## config.mk

```make
export PLATFORM = sky130hd
export DESIGN_NAME = alu_exec_unit
export DESIGN_NICKNAME = d
export VERILOG_FILES = /design/src/alu_pkg.sv /design/src/alu_exec_unit.sv /design/src/mul_div_unit.sv
export SDC_FILE = /design/constraint.sdc
export NUM_CORES = 1
export LEC_CHECK = 0
export BUFFER_PORTS_ARGS = -buffer_cell sky130_fd_sc_hd__buf_2
export CAP_MARGIN = 20
export CELL_PAD_IN_SITES_DETAIL_PLACEMENT = 1
export CELL_PAD_IN_SITES_GLOBAL_PLACEMENT = 1
export CORE_MARGIN = 2
export CORE_UTILIZATION = 52
export CTS_BUF_LIST = sky130_fd_sc_hd__clkbuf_8
export CTS_CLUSTER_DIAMETER = 50
export DETAILED_ROUTE_END_ITERATION = 6
export HOLD_SLACK_MARGIN = 0.03
export PLACE_DENSITY_LB_ADDON = 0.1
export SYNTH_ARGS = -nofsm -noshare
export SYNTH_HDL_FRONTEND = slang
export SYNTH_SLANG_ARGS = --single-unit
```

## constraint.sdc

```tcl
create_clock -name mclk -period 22.2 [get_ports mclk]
set_input_delay 4.44 -clock mclk [delete_from_list [all_inputs] [get_ports mclk]]
set_output_delay 4.44 -clock mclk [all_outputs]
set_load 0.05 [all_outputs]
```

## src/alu_pkg.sv

```systemverilog
package alu_pkg;

  // widths
  localparam int unsigned DATA_W = 8;

  // cycle counts
  localparam logic [2:0] CYC_ONE   = 3'h1;
  localparam logic [2:0] CYC_TWO   = 3'h2;
  localparam logic [2:0] CYC_THREE = 3'h3;
  localparam logic [2:0] CYC_FOUR  = 3'h4;
  localparam logic [2:0] CYC_FIVE  = 3'h5;

  // flag positions in the program status flags
  localparam int unsigned FLAG_CY = 7;
  localparam int unsigned FLAG_AC = 6;
  localparam int unsigned FLAG_OV = 2;
  localparam int unsigned FLAG_P  = 0;

  // reset values
  localparam logic [7:0]  MAIN_RST  = 8'h00;
  localparam logic [7:0]  SEC_RST   = 8'h00;
  localparam logic [7:0]  FLAGS_RST = 8'h00;
  localparam logic [15:0] PTR_RST   = 16'h0000;

  // register write select
  localparam logic [2:0] SEL_MAIN  = 3'h0;
  localparam logic [2:0] SEL_SEC   = 3'h1;
  localparam logic [2:0] SEL_FLAGS = 3'h2;
  localparam logic [2:0] SEL_DPL   = 3'h3;
  localparam logic [2:0] SEL_DPH   = 3'h4;

  // opcode row (upper nibble) groups
  localparam logic [3:0] ROW_INC  = 4'h0;
  localparam logic [3:0] ROW_DEC  = 4'h1;
  localparam logic [3:0] ROW_ADD  = 4'h2;
  localparam logic [3:0] ROW_ADC  = 4'h3;
  localparam logic [3:0] ROW_OR   = 4'h4;
  localparam logic [3:0] ROW_AND  = 4'h5;
  localparam logic [3:0] ROW_XOR  = 4'h6;
  localparam logic [3:0] ROW_SBB  = 4'h9;

  // single opcodes
  localparam logic [7:0] OP_RR        = 8'h03;
  localparam logic [7:0] OP_RRC       = 8'h13;
  localparam logic [7:0] OP_RL        = 8'h23;
  localparam logic [7:0] OP_RLC       = 8'h33;
  localparam logic [7:0] OP_MOV_A_IMM = 8'h74;
  localparam logic [7:0] OP_DIV       = 8'h84;
  localparam logic [7:0] OP_MOV_DD    = 8'h85;
  localparam logic [7:0] OP_INC_PTR   = 8'hA3;
  localparam logic [7:0] OP_MUL       = 8'hA4;
  localparam logic [7:0] OP_SWAP      = 8'hC4;
  localparam logic [7:0] OP_DA        = 8'hD4;
  localparam logic [7:0] OP_CLR       = 8'hE4;
  localparam logic [7:0] OP_MOV_A_DIR = 8'hE5;
  localparam logic [7:0] OP_CPL       = 8'hF4;
  localparam logic [7:0] OP_MOV_DIR_A = 8'hF5;

  // low nibble source forms
  localparam logic [3:0] LO_DIR_A   = 4'h2;
  localparam logic [3:0] LO_DIR_IMM = 4'h3;
  localparam logic [3:0] LO_IMM     = 4'h4;
  localparam logic [3:0] LO_DIR     = 4'h5;

  // decimal correction
  localparam logic [3:0] BCD_MAX     = 4'h9;
  localparam logic [8:0] BCD_LO_FIX  = 9'h006;
  localparam logic [8:0] BCD_HI_FIX  = 9'h060;

endpackage

```

## src/alu_exec_unit.sv

```systemverilog
`timescale 1ns/1ps
// Notes on behaviour
// [RULE1] unsigned 8-bit add, add with carry, subtract with borrow
// [RULE2] bitwise AND, OR, XOR and complement on 8-bit operands
// [RULE3] rotate, swap, clear, complement, decimal adjust act on main register only
// [RULE4] operands from main, secondary or outside; results to main or out
// [RULE5] carry, overflow, parity held in program status flags register
// [RULE6] legacy opcode encodings and effects kept; only cycle counts differ
// [RULE7] add from register one cycle; direct, indirect, immediate two cycles
// [RULE8] subtract from register one cycle; other sources two cycles
// [RULE9] inc/dec main one, register two, memory three; pointer increment one
// [RULE10] multiply and divide take five cycles, one byte each
// [RULE11] AND: register 1, sources 2, to direct 3, immediate-to-direct 4
// [RULE12] OR: register 1, sources 2, to direct 3, immediate-to-direct 4
// [RULE13] XOR: register 1, sources 2, to direct 3, immediate-to-direct 4
// [RULE14] all four rotates complete in one cycle
// [RULE15] swap, clear, complement of main register take one cycle
// [RULE16] move to main: register 1, direct, indirect, immediate 2
// [RULE17] move to register: from main 2, from direct 4, immediate 2
// [RULE18] move to direct: from main or register 3, from memory 4
// [RULE19] one instruction cycle is exactly one core clock period
// [RULE20] flags updated as legacy; parity always follows main register
// [RULE21] product/quotient low to main, high/remainder to secondary; zero divisor flags overflow
module alu_exec_unit (
  input  wire logic        mclk,                        // core clock
  input  wire logic        resetn,                      // async reset, active low
  input  wire logic        start,                       // issue opcode this cycle
  input  wire logic [7:0]  opcode,                      // instruction opcode
  input  wire logic [7:0]  src_data,                    // operand fetched outside
  input  wire logic [7:0]  dst_data,                    // current value of target location
  input  wire logic        sfr_wr,                      // direct write of a register
  input  wire logic [2:0]  sfr_sel,                     // which register sfr_wr hits
  input  wire logic [7:0]  sfr_wdata,                   // data for sfr_wr
  output logic             ready,                       // can take start
  output logic             done,                        // instruction retired
  output logic             result_wr,                   // result_data to be stored
  output logic      [7:0]  result_data,                 // result driven out
  output logic      [7:0]  main_operand_register,       // main operand register
  output logic      [7:0]  secondary_operand_register,  // secondary operand register
  output logic      [7:0]  program_status_flags,        // flags incl. live parity
  output logic      [15:0] data_pointer                 // 16-bit data pointer
);

  typedef enum logic {PH_IDLE, PH_EXEC} phase_t;

  typedef struct packed {
    phase_t      phase;
    logic [2:0]  cnt;
    logic [7:0]  main;
    logic [7:0]  sec;
    logic [7:0]  flags;
    logic [15:0] ptr;
    logic [7:0]  n_main;
    logic [7:0]  n_sec;
    logic [7:0]  n_flags;
    logic [15:0] n_ptr;
    logic [7:0]  n_out;
    logic        n_out_wr;
    logic [7:0]  out;
    logic        out_wr;
    logic        done;
  } state_t;

  state_t s_q;
  state_t s_d;

  // cycles each opcode occupies
  function automatic logic [2:0] cycles_of(input logic [7:0] op);
    logic [3:0] hi;
    logic [3:0] lo;
    hi = op[7:4];
    lo = op[3:0];
    cycles_of = alu_pkg::CYC_ONE;
    unique case (hi)
      alu_pkg::ROW_ADD, alu_pkg::ROW_ADC, alu_pkg::ROW_SBB,
      alu_pkg::ROW_OR, alu_pkg::ROW_AND, alu_pkg::ROW_XOR: begin
        if (lo[3])
          cycles_of = alu_pkg::CYC_ONE; // [RULE7] [RULE8] [RULE11]
        else if (lo >= alu_pkg::LO_IMM)
          cycles_of = alu_pkg::CYC_TWO; // [RULE7] [RULE8] [RULE12]
        else if (hi inside {alu_pkg::ROW_ADD, alu_pkg::ROW_ADC, alu_pkg::ROW_SBB})
          cycles_of = alu_pkg::CYC_ONE; // [RULE14]
        else if (lo == alu_pkg::LO_DIR_A)
          cycles_of = alu_pkg::CYC_THREE; // [RULE11] [RULE12] [RULE13]
        else if (lo == alu_pkg::LO_DIR_IMM)
          cycles_of = alu_pkg::CYC_FOUR; // [RULE11] [RULE12] [RULE13]
      end
      alu_pkg::ROW_INC, alu_pkg::ROW_DEC: begin
        if (lo[3])
          cycles_of = alu_pkg::CYC_TWO; // [RULE9]
        else if (lo >= alu_pkg::LO_DIR && lo <= 4'h7)
          cycles_of = alu_pkg::CYC_THREE; // [RULE9]
      end
      default: begin
        if (op == alu_pkg::OP_MUL || op == alu_pkg::OP_DIV)
          cycles_of = alu_pkg::CYC_FIVE; // [RULE10]
        else if (op == alu_pkg::OP_MOV_A_IMM || op == alu_pkg::OP_MOV_A_DIR
                 || op == 8'hE6 || op == 8'hE7)
          cycles_of = alu_pkg::CYC_TWO; // [RULE16]
        else if (hi == 4'hF && lo[3])
          cycles_of = alu_pkg::CYC_TWO; // [RULE17]
        else if (hi == 4'hA && lo[3])
          cycles_of = alu_pkg::CYC_FOUR; // [RULE17]
        else if (hi == 4'h7 && lo[3])
          cycles_of = alu_pkg::CYC_TWO; // [RULE17]
        else if (op == alu_pkg::OP_MOV_DIR_A || (hi == 4'h8 && lo[3]))
          cycles_of = alu_pkg::CYC_THREE; // [RULE18]
        else if (op == alu_pkg::OP_MOV_DD || op == 8'h86 || op == 8'h87)
          cycles_of = alu_pkg::CYC_FOUR; // [RULE18]
      end
    endcase
  endfunction

  // 8-bit add with carry-in; returns {cy, ac, ov, sum}
  function automatic logic [10:0] add8(input logic [7:0] a, input logic [7:0] b,
                                       input logic ci);
    logic [4:0] lo;
    logic [7:0] low7;
    logic [8:0] full;
    lo   = {1'b0, a[3:0]} + {1'b0, b[3:0]} + {4'h0, ci};
    low7 = {1'b0, a[6:0]} + {1'b0, b[6:0]} + {7'h00, ci};
    full = {1'b0, a} + {1'b0, b} + {8'h00, ci};
    add8 = {full[8], lo[4], full[8] ^ low7[7], full[7:0]};
  endfunction

  // 8-bit subtract with borrow; returns {cy, ac, ov, diff}
  function automatic logic [10:0] sub8(input logic [7:0] a, input logic [7:0] b,
                                       input logic bi);
    logic [4:0] lo;
    logic [8:0] full;
    lo   = {1'b0, a[3:0]} - {1'b0, b[3:0]} - {4'h0, bi};
    full = {1'b0, a} - {1'b0, b} - {8'h00, bi};
    sub8 = {full[8], lo[4], (a[7] ^ b[7]) & (full[7] ^ a[7]), full[7:0]};
  endfunction

  logic [15:0] mul_product;
  logic [7:0]  div_quot;
  logic [7:0]  div_rem;
  logic        div_zero;

  mul_div_unit #(
    .W (alu_pkg::DATA_W)
  ) u_mul_div (
    .a         (s_q.main),
    .b         (s_q.sec),
    .product   (mul_product),
    .quotient  (div_quot),
    .remainder (div_rem),
    .div_zero  (div_zero)
  );

  // effect of the opcode presented now
  logic [7:0]  r_main;
  logic [7:0]  r_sec;
  logic [7:0]  r_flags;
  logic [15:0] r_ptr;
  logic [7:0]  r_out;
  logic        r_out_wr;
  logic [10:0] arith;
  logic [7:0]  lhs;
  logic [7:0]  rhs;
  logic [7:0]  logic_res;
  logic [8:0]  bcd;
  logic        bcd_cy;
  logic [3:0]  op_hi;
  logic [3:0]  op_lo;
  logic        cy;

  always_comb begin
    r_main    = s_q.main;
    r_sec     = s_q.sec;
    r_flags   = s_q.flags;
    r_ptr     = s_q.ptr;
    r_out     = 8'h00;
    r_out_wr  = 1'b0;
    arith     = 11'h000;
    logic_res = 8'h00;
    bcd       = 9'h000;
    bcd_cy    = 1'b0;
    op_hi     = opcode[7:4];
    op_lo     = opcode[3:0];
    cy        = s_q.flags[alu_pkg::FLAG_CY];
    // memory forms take the location as left side, main register forms take main
    lhs = (op_lo == alu_pkg::LO_DIR_A || op_lo == alu_pkg::LO_DIR_IMM) ? dst_data : s_q.main;
    rhs = (op_lo == alu_pkg::LO_DIR_A) ? s_q.main : src_data;           // [RULE4]
    unique case (op_hi)
      alu_pkg::ROW_ADD, alu_pkg::ROW_ADC, alu_pkg::ROW_SBB: begin
        if (op_lo >= alu_pkg::LO_IMM) begin
          if (op_hi == alu_pkg::ROW_SBB)
            arith = sub8(s_q.main, src_data, cy);                        // [RULE1]
          else
            arith = add8(s_q.main, src_data, (op_hi == alu_pkg::ROW_ADC) & cy); // [RULE1]
          r_main                   = arith[7:0];
          r_flags[alu_pkg::FLAG_CY] = arith[10];                         // [RULE20] [RULE5]
          r_flags[alu_pkg::FLAG_AC] = arith[9];
          r_flags[alu_pkg::FLAG_OV] = arith[8];
        end else if (opcode == alu_pkg::OP_RL) begin
          r_main = {s_q.main[6:0], s_q.main[7]}; // [RULE14] [RULE3]
        end else if (opcode == alu_pkg::OP_RLC) begin
          r_main                    = {s_q.main[6:0], cy}; // [RULE14] [RULE3]
          r_flags[alu_pkg::FLAG_CY] = s_q.main[7];
        end
      end
      alu_pkg::ROW_OR, alu_pkg::ROW_AND, alu_pkg::ROW_XOR: begin
        if (op_lo >= alu_pkg::LO_DIR_A) begin
          if (op_hi == alu_pkg::ROW_OR)
            logic_res = lhs | rhs;                                       // [RULE2]
          else if (op_hi == alu_pkg::ROW_AND)
            logic_res = lhs & rhs;                                       // [RULE2]
          else
            logic_res = lhs ^ rhs;                                       // [RULE2]
          if (op_lo == alu_pkg::LO_DIR_A || op_lo == alu_pkg::LO_DIR_IMM) begin
            r_out    = logic_res;                                        // [RULE4]
            r_out_wr = 1'b1;
          end else begin
            r_main = logic_res;
          end
        end
      end
      alu_pkg::ROW_INC, alu_pkg::ROW_DEC: begin
        if (op_lo == alu_pkg::LO_IMM) begin
          r_main = (op_hi == alu_pkg::ROW_INC) ? s_q.main + 8'h01 : s_q.main - 8'h01; // [RULE9]
        end else if (op_lo >= alu_pkg::LO_DIR) begin
          r_out    = (op_hi == alu_pkg::ROW_INC) ? src_data + 8'h01 : src_data - 8'h01;
          r_out_wr = 1'b1;                                               // [RULE4]
        end else if (op_lo == 4'h3) begin
          // rotates: main register only
          unique case (opcode)
            alu_pkg::OP_RR: r_main = {s_q.main[0], s_q.main[7:1]};       // [RULE14] [RULE3]
            alu_pkg::OP_RRC: begin
              r_main                    = {cy, s_q.main[7:1]};           // [RULE14] [RULE3]
              r_flags[alu_pkg::FLAG_CY] = s_q.main[0];
            end
            default: ;
          endcase
        end
      end
      default: begin
        unique case (1'b1)
          opcode == alu_pkg::OP_SWAP:
            r_main = {s_q.main[3:0], s_q.main[7:4]};                     // [RULE15] [RULE3]
          opcode == alu_pkg::OP_CLR:
            r_main = 8'h00;                                              // [RULE15] [RULE3]
          opcode == alu_pkg::OP_CPL:
            r_main = ~s_q.main;                                          // [RULE15] [RULE2]
          opcode == alu_pkg::OP_DA: begin
            bcd = {1'b0, s_q.main};
            if (bcd[3:0] > alu_pkg::BCD_MAX || s_q.flags[alu_pkg::FLAG_AC])
              bcd = bcd + alu_pkg::BCD_LO_FIX;
            bcd_cy = cy | bcd[8];
            if (bcd[7:4] > alu_pkg::BCD_MAX || bcd_cy)
              bcd = {1'b0, bcd[7:0]} + alu_pkg::BCD_HI_FIX;
            r_main                    = bcd[7:0];                        // [RULE3]
            r_flags[alu_pkg::FLAG_CY] = bcd_cy | bcd[8];                 // [RULE20]
          end
          opcode == alu_pkg::OP_MUL: begin
            r_main                    = mul_product[7:0];                // [RULE21]
            r_sec                     = mul_product[15:8];
            r_flags[alu_pkg::FLAG_CY] = 1'b0;                            // [RULE20]
            r_flags[alu_pkg::FLAG_OV] = (mul_product[15:8] != 8'h00);
          end
          opcode == alu_pkg::OP_DIV: begin
            if (!div_zero) begin
              r_main = div_quot;                                         // [RULE21]
              r_sec  = div_rem;
            end
            r_flags[alu_pkg::FLAG_CY] = 1'b0;                            // [RULE20]
            r_flags[alu_pkg::FLAG_OV] = div_zero;                        // [RULE21]
          end
          opcode == alu_pkg::OP_INC_PTR:
            r_ptr = s_q.ptr + 16'h0001; // [RULE9]
          opcode == alu_pkg::OP_MOV_A_IMM || opcode == alu_pkg::OP_MOV_A_DIR
            || opcode == 8'hE6 || opcode == 8'hE7 || (op_hi == 4'hE && op_lo[3]):
            r_main = src_data;                                           // [RULE16]
          (op_hi == 4'hF && op_lo[3]) || opcode == alu_pkg::OP_MOV_DIR_A: begin
            r_out    = s_q.main;                                         // [RULE17] [RULE18]
            r_out_wr = 1'b1;
          end
          (op_hi == 4'hA && op_lo[3]) || (op_hi == 4'h7 && op_lo[3])
            || (op_hi == 4'h8 && op_lo[3]) || opcode == alu_pkg::OP_MOV_DD
            || opcode == 8'h86 || opcode == 8'h87: begin
            r_out    = src_data;                                         // [RULE17] [RULE18]
            r_out_wr = 1'b1;
          end
          default: ;
        endcase
      end
    endcase
  end

  // sequencing: an N-cycle opcode retires at the edge ending its Nth clock
  always_comb begin
    s_d        = s_q;
    s_d.done   = 1'b0;
    s_d.out_wr = 1'b0;
    unique case (s_q.phase)
      PH_IDLE: begin
        if (start) begin
          if (cycles_of(opcode) == alu_pkg::CYC_ONE) begin
            s_d.main   = r_main;                                         // [RULE19] [RULE6]
            s_d.sec    = r_sec;
            s_d.flags  = r_flags;
            s_d.ptr    = r_ptr;
            s_d.out    = r_out;
            s_d.out_wr = r_out_wr;
            s_d.done   = 1'b1;
          end else begin
            s_d.phase    = PH_EXEC;
            s_d.cnt      = cycles_of(opcode) - alu_pkg::CYC_ONE;         // [RULE19]
            s_d.n_main   = r_main;
            s_d.n_sec    = r_sec;
            s_d.n_flags  = r_flags;
            s_d.n_ptr    = r_ptr;
            s_d.n_out    = r_out;
            s_d.n_out_wr = r_out_wr;
          end
        end else if (sfr_wr) begin
          unique case (sfr_sel)
            alu_pkg::SEL_MAIN:  s_d.main       = sfr_wdata;
            alu_pkg::SEL_SEC:   s_d.sec        = sfr_wdata;
            alu_pkg::SEL_FLAGS: s_d.flags      = sfr_wdata;              // [RULE5]
            alu_pkg::SEL_DPL:   s_d.ptr[7:0]   = sfr_wdata;
            alu_pkg::SEL_DPH:   s_d.ptr[15:8]  = sfr_wdata;
            default: ;
          endcase
        end
      end
      PH_EXEC: begin
        s_d.cnt = s_q.cnt - alu_pkg::CYC_ONE;
        if (s_q.cnt == alu_pkg::CYC_ONE) begin
          s_d.phase  = PH_IDLE;
          s_d.main   = s_q.n_main;                                       // [RULE19]
          s_d.sec    = s_q.n_sec;
          s_d.flags  = s_q.n_flags;
          s_d.ptr    = s_q.n_ptr;
          s_d.out    = s_q.n_out;
          s_d.out_wr = s_q.n_out_wr;
          s_d.done   = 1'b1;
        end
      end
    endcase
  end

  always_ff @(posedge mclk or negedge resetn) begin
    if (!resetn) begin
      s_q          <= '0;
      s_q.phase    <= PH_IDLE;
      s_q.main     <= alu_pkg::MAIN_RST;
      s_q.sec      <= alu_pkg::SEC_RST;
      s_q.flags    <= alu_pkg::FLAGS_RST;
      s_q.ptr      <= alu_pkg::PTR_RST;
    end else begin
      s_q <= s_d;
    end
  end

  assign ready                      = (s_q.phase == PH_IDLE);
  assign done                       = s_q.done;
  assign result_wr                  = s_q.out_wr;
  assign result_data                = s_q.out;
  assign main_operand_register      = s_q.main;
  assign secondary_operand_register = s_q.sec;
  assign data_pointer               = s_q.ptr;
  // parity is live from the main register
  assign program_status_flags = {s_q.flags[7:1], ^s_q.main};             // [RULE20] [RULE5]

endmodule

```

## src/mul_div_unit.sv

```systemverilog
`timescale 1ns/1ps
module mul_div_unit #(
  parameter int unsigned W = 8
) (
  input  wire logic [W-1:0]   a,          // main operand
  input  wire logic [W-1:0]   b,          // secondary operand
  output logic      [2*W-1:0] product,    // a times b
  output logic      [W-1:0]   quotient,   // a over b
  output logic      [W-1:0]   remainder,  // a modulo b
  output logic                div_zero    // b is zero
);

  always_comb begin
    product  = a * b;
    div_zero = (b == '0);
    // zero divisor: caller keeps its registers
    quotient  = div_zero ? '0 : a / b;
    remainder = div_zero ? '0 : a % b;
  end

endmodule

```

==> impl_metrics.ini <==
[layout]
multi_input_area_um2 = 10080
area_delta_synth_final_pct = 4.119
nets = 2008
nFillCells = 3305
final_cell_mix = nand2_1 (199), nor2_1 (164), ha_1 (143)
seq_area_um2 = 2529
final_common_cell = nand2_1
drive_gt1_frac = 0.1091

[setup_path]
timing.critical_path.mode_cell = ha_1
cp_data_required_time_ps = 22470
crit_path_end_kind = flip-flop
cp_max_fo = 15
crit_path_top_delay_cell = dfrtp_1
cp.arrival_ps = 13980
cp-start-kind = flip-flop
crit_type = flip-flop to flip-flop
slowest_delay_ps = 700

[placed_design]
hpwl_mm = 40.06
io_buffers = 89
place_congestion = 0.9977

[detailed_routing]
viasPerCell = 6.801
routedWlPerCell_um = 25.25
wirelength_mm = 53.68
vias = 14460
antenna_left = 0
drt_iter0_drc = 1458
drt_first_pass_iters = 7
drc = 0

[synthesis]
synthFlopType = dfrtp_1
synth_edf_count = 0
netlist_area_um2 = 13820
avgSynthCellArea_um2 = 7.708
yosysTopAreaCell = dfrtp_1
synth_fp_nets = 2018
synth-seq-area-share = 0.1829
postSynthCellCount = 1793
synth_area_leaders = dfrtp_1 (18%), ha_1 (13%), fa_1 (6.2%), nand2_1 (5.4%), a21oi_1 (5.0%)
async_reset_ff_frac = 1.000
ys_seq_elements = 101
synth_cell_type_count = 95
yosysWarnings = 0
synth.top_cell.area_share = 0.1829

[clocking]
cts.path.max_buffers = 2
path_clk_slew_ps = 100
cts_setup_buffers = 0
root_buffer = clkbuf_8
cts.sinks = 101
cts_tree = done
cts_resized = 0
cts_hold_buf = 0
htreeDepth = 3
clk_latency_ps = 380
cts_buffers = 9

[global_routing]
grt_pass1_wl_mm = 82.74
grt_pass1_vias = 14270
antenna_found_initial = 4
grt_max_degree = 73
gr-usage-all-layers = 0.3769
use_met2 = 0.5974
grt_overflow = 0
use_met1 = 0.5189
top_usage_layer = met2
grt_use_met3 = 0.06107

[timing]
slew_viol_final = 0
rsz0062_at_grt = false
tightest_slew_ps = 1071
skew_ps = 11.16
setup_viol = 0
max_freq_mhz = 72.94
min_period_ps = 13710
slew_headroom = 0.2832
finalHoldViolCount = 0
tns_ps = 0
fin_crit_sh = 0.6176

[floorplan]
initial_utilization = 0.5304
die_area_um2 = 27900
chipWidth_um = 167.0
core_um2 = 26060
fp-row-count = 59
fp.dieH_um = 167.0
ioPinCount = 90

[min_path]
min_path_type = flip-flop to flip-flop

[outcome]
status = completed

[flow_run]
cap_viol_max_count = 0
[sequential cells by signal, indices dropped and copies added (netlist names)]
signal / flops
result_wr: 1
s_q: 52
secondary_operand_register: 8
done: 1
program_status_flags: 7
result_data: 8
main_operand_register: 8
data_pointer: 16
[area by class of cell]
type                            instances  area share
Tap cell                              335     0.02913
Multi-Input combinational cell       1425      0.7004
Timing Repair Buffer                  120     0.04713
Clock inverter                          7    0.005652
Clock buffer                            9    0.008608
Antenna cell                            3   0.0005217
Inverter                              126     0.03287
Sequential cell                       101      0.1757
[through the flow]
stage          hold slack (ps)  setup WS [ps]  cell area [um2]    util  instances
4_1_cts                  491.9           8759            14370  0.5514       2121
3_5_place_dp             467.6           8806            14160  0.5436       2105
6_report                 489.1           8490            14390  0.5522       2126
2_1_floorplan            439.8          10430            13820       -       1793
3_3_place_gp             455.2           9327            14160  0.5436       2105
5_1_grt                  519.3           7658            14390  0.5521       2125
[cell families (layout without fill, tap and decap cells)]
group | after synthesis | count (layout) | synth area share
flip-flops | 101 | 101 | 0.1829
multiplexers | 40 | 40 | 0.03042
XOR/XNOR | 70 | 70 | 0.04436
buffers and inverters | 267 | 262 | 0.08809
adder cells (fa/ha/maj) | 186 | 186 | 0.1917
AND/OR/NAND/NOR | 589 | 589 | 0.2059
other | 0 | 3 | 0
AO/OA/AOI/OAI | 540 | 540 | 0.2567
[metal layers]
metal,routed length (um),up-vias
li1,-,6380
met1,22760,7240
met2,24160,674
met3,4481,161
met4,2253,4
met5,28,-
[critical path: cells and delay by family (launching register included)]
| family | cells | cell delay (ps) |
|---|---|---|
| buffers and inverters | 4 | 950 |
| and+or+nand+nor | 12 | 2570 |
| AOI/OAI and AO/OA | 23 | 5970 |
| xor gates and xnor gates | 1 | 70 |
| muxes | 2 | 690 |
| adders and majority gates | 8 | 2620 |
| DFF | 1 | 700 |
[Yosys cell counts, drive strengths merged (24+ instances only)]
cell type	instances
inv	121
nor3	37
clkbuf	68
nand3	30
a22oi	24
mux2i	24
o21ai	129
a31oi	28
ha	143
xnor2	47
nor2	166
buf	73
nand2	200
dfrtp	101
a21oi	138
fa	43
a221oi	24
[path summary, 6_finish.rpt]
check	slack, ps	from	cells past startpoint	endpoint
worst min-delay path	490	s_q[38]	2	s_q[38]
worst min register to register	490	s_q[38]	2	s_q[38]
worst max-delay path	8490	secondary_operand_register[0]	50	secondary_operand_register[6]
worst max register to register	8490	secondary_operand_register[0]	50	secondary_operand_register[6]
min in group asynchronous	3980	resetn	1	s_q[24]
max in group asynchronous	16910	resetn	2	s_q[102]
Power is left out: the tool's default activity adds up to more than one toggle a clock period on the data nets, which glitch-free logic cannot reach.
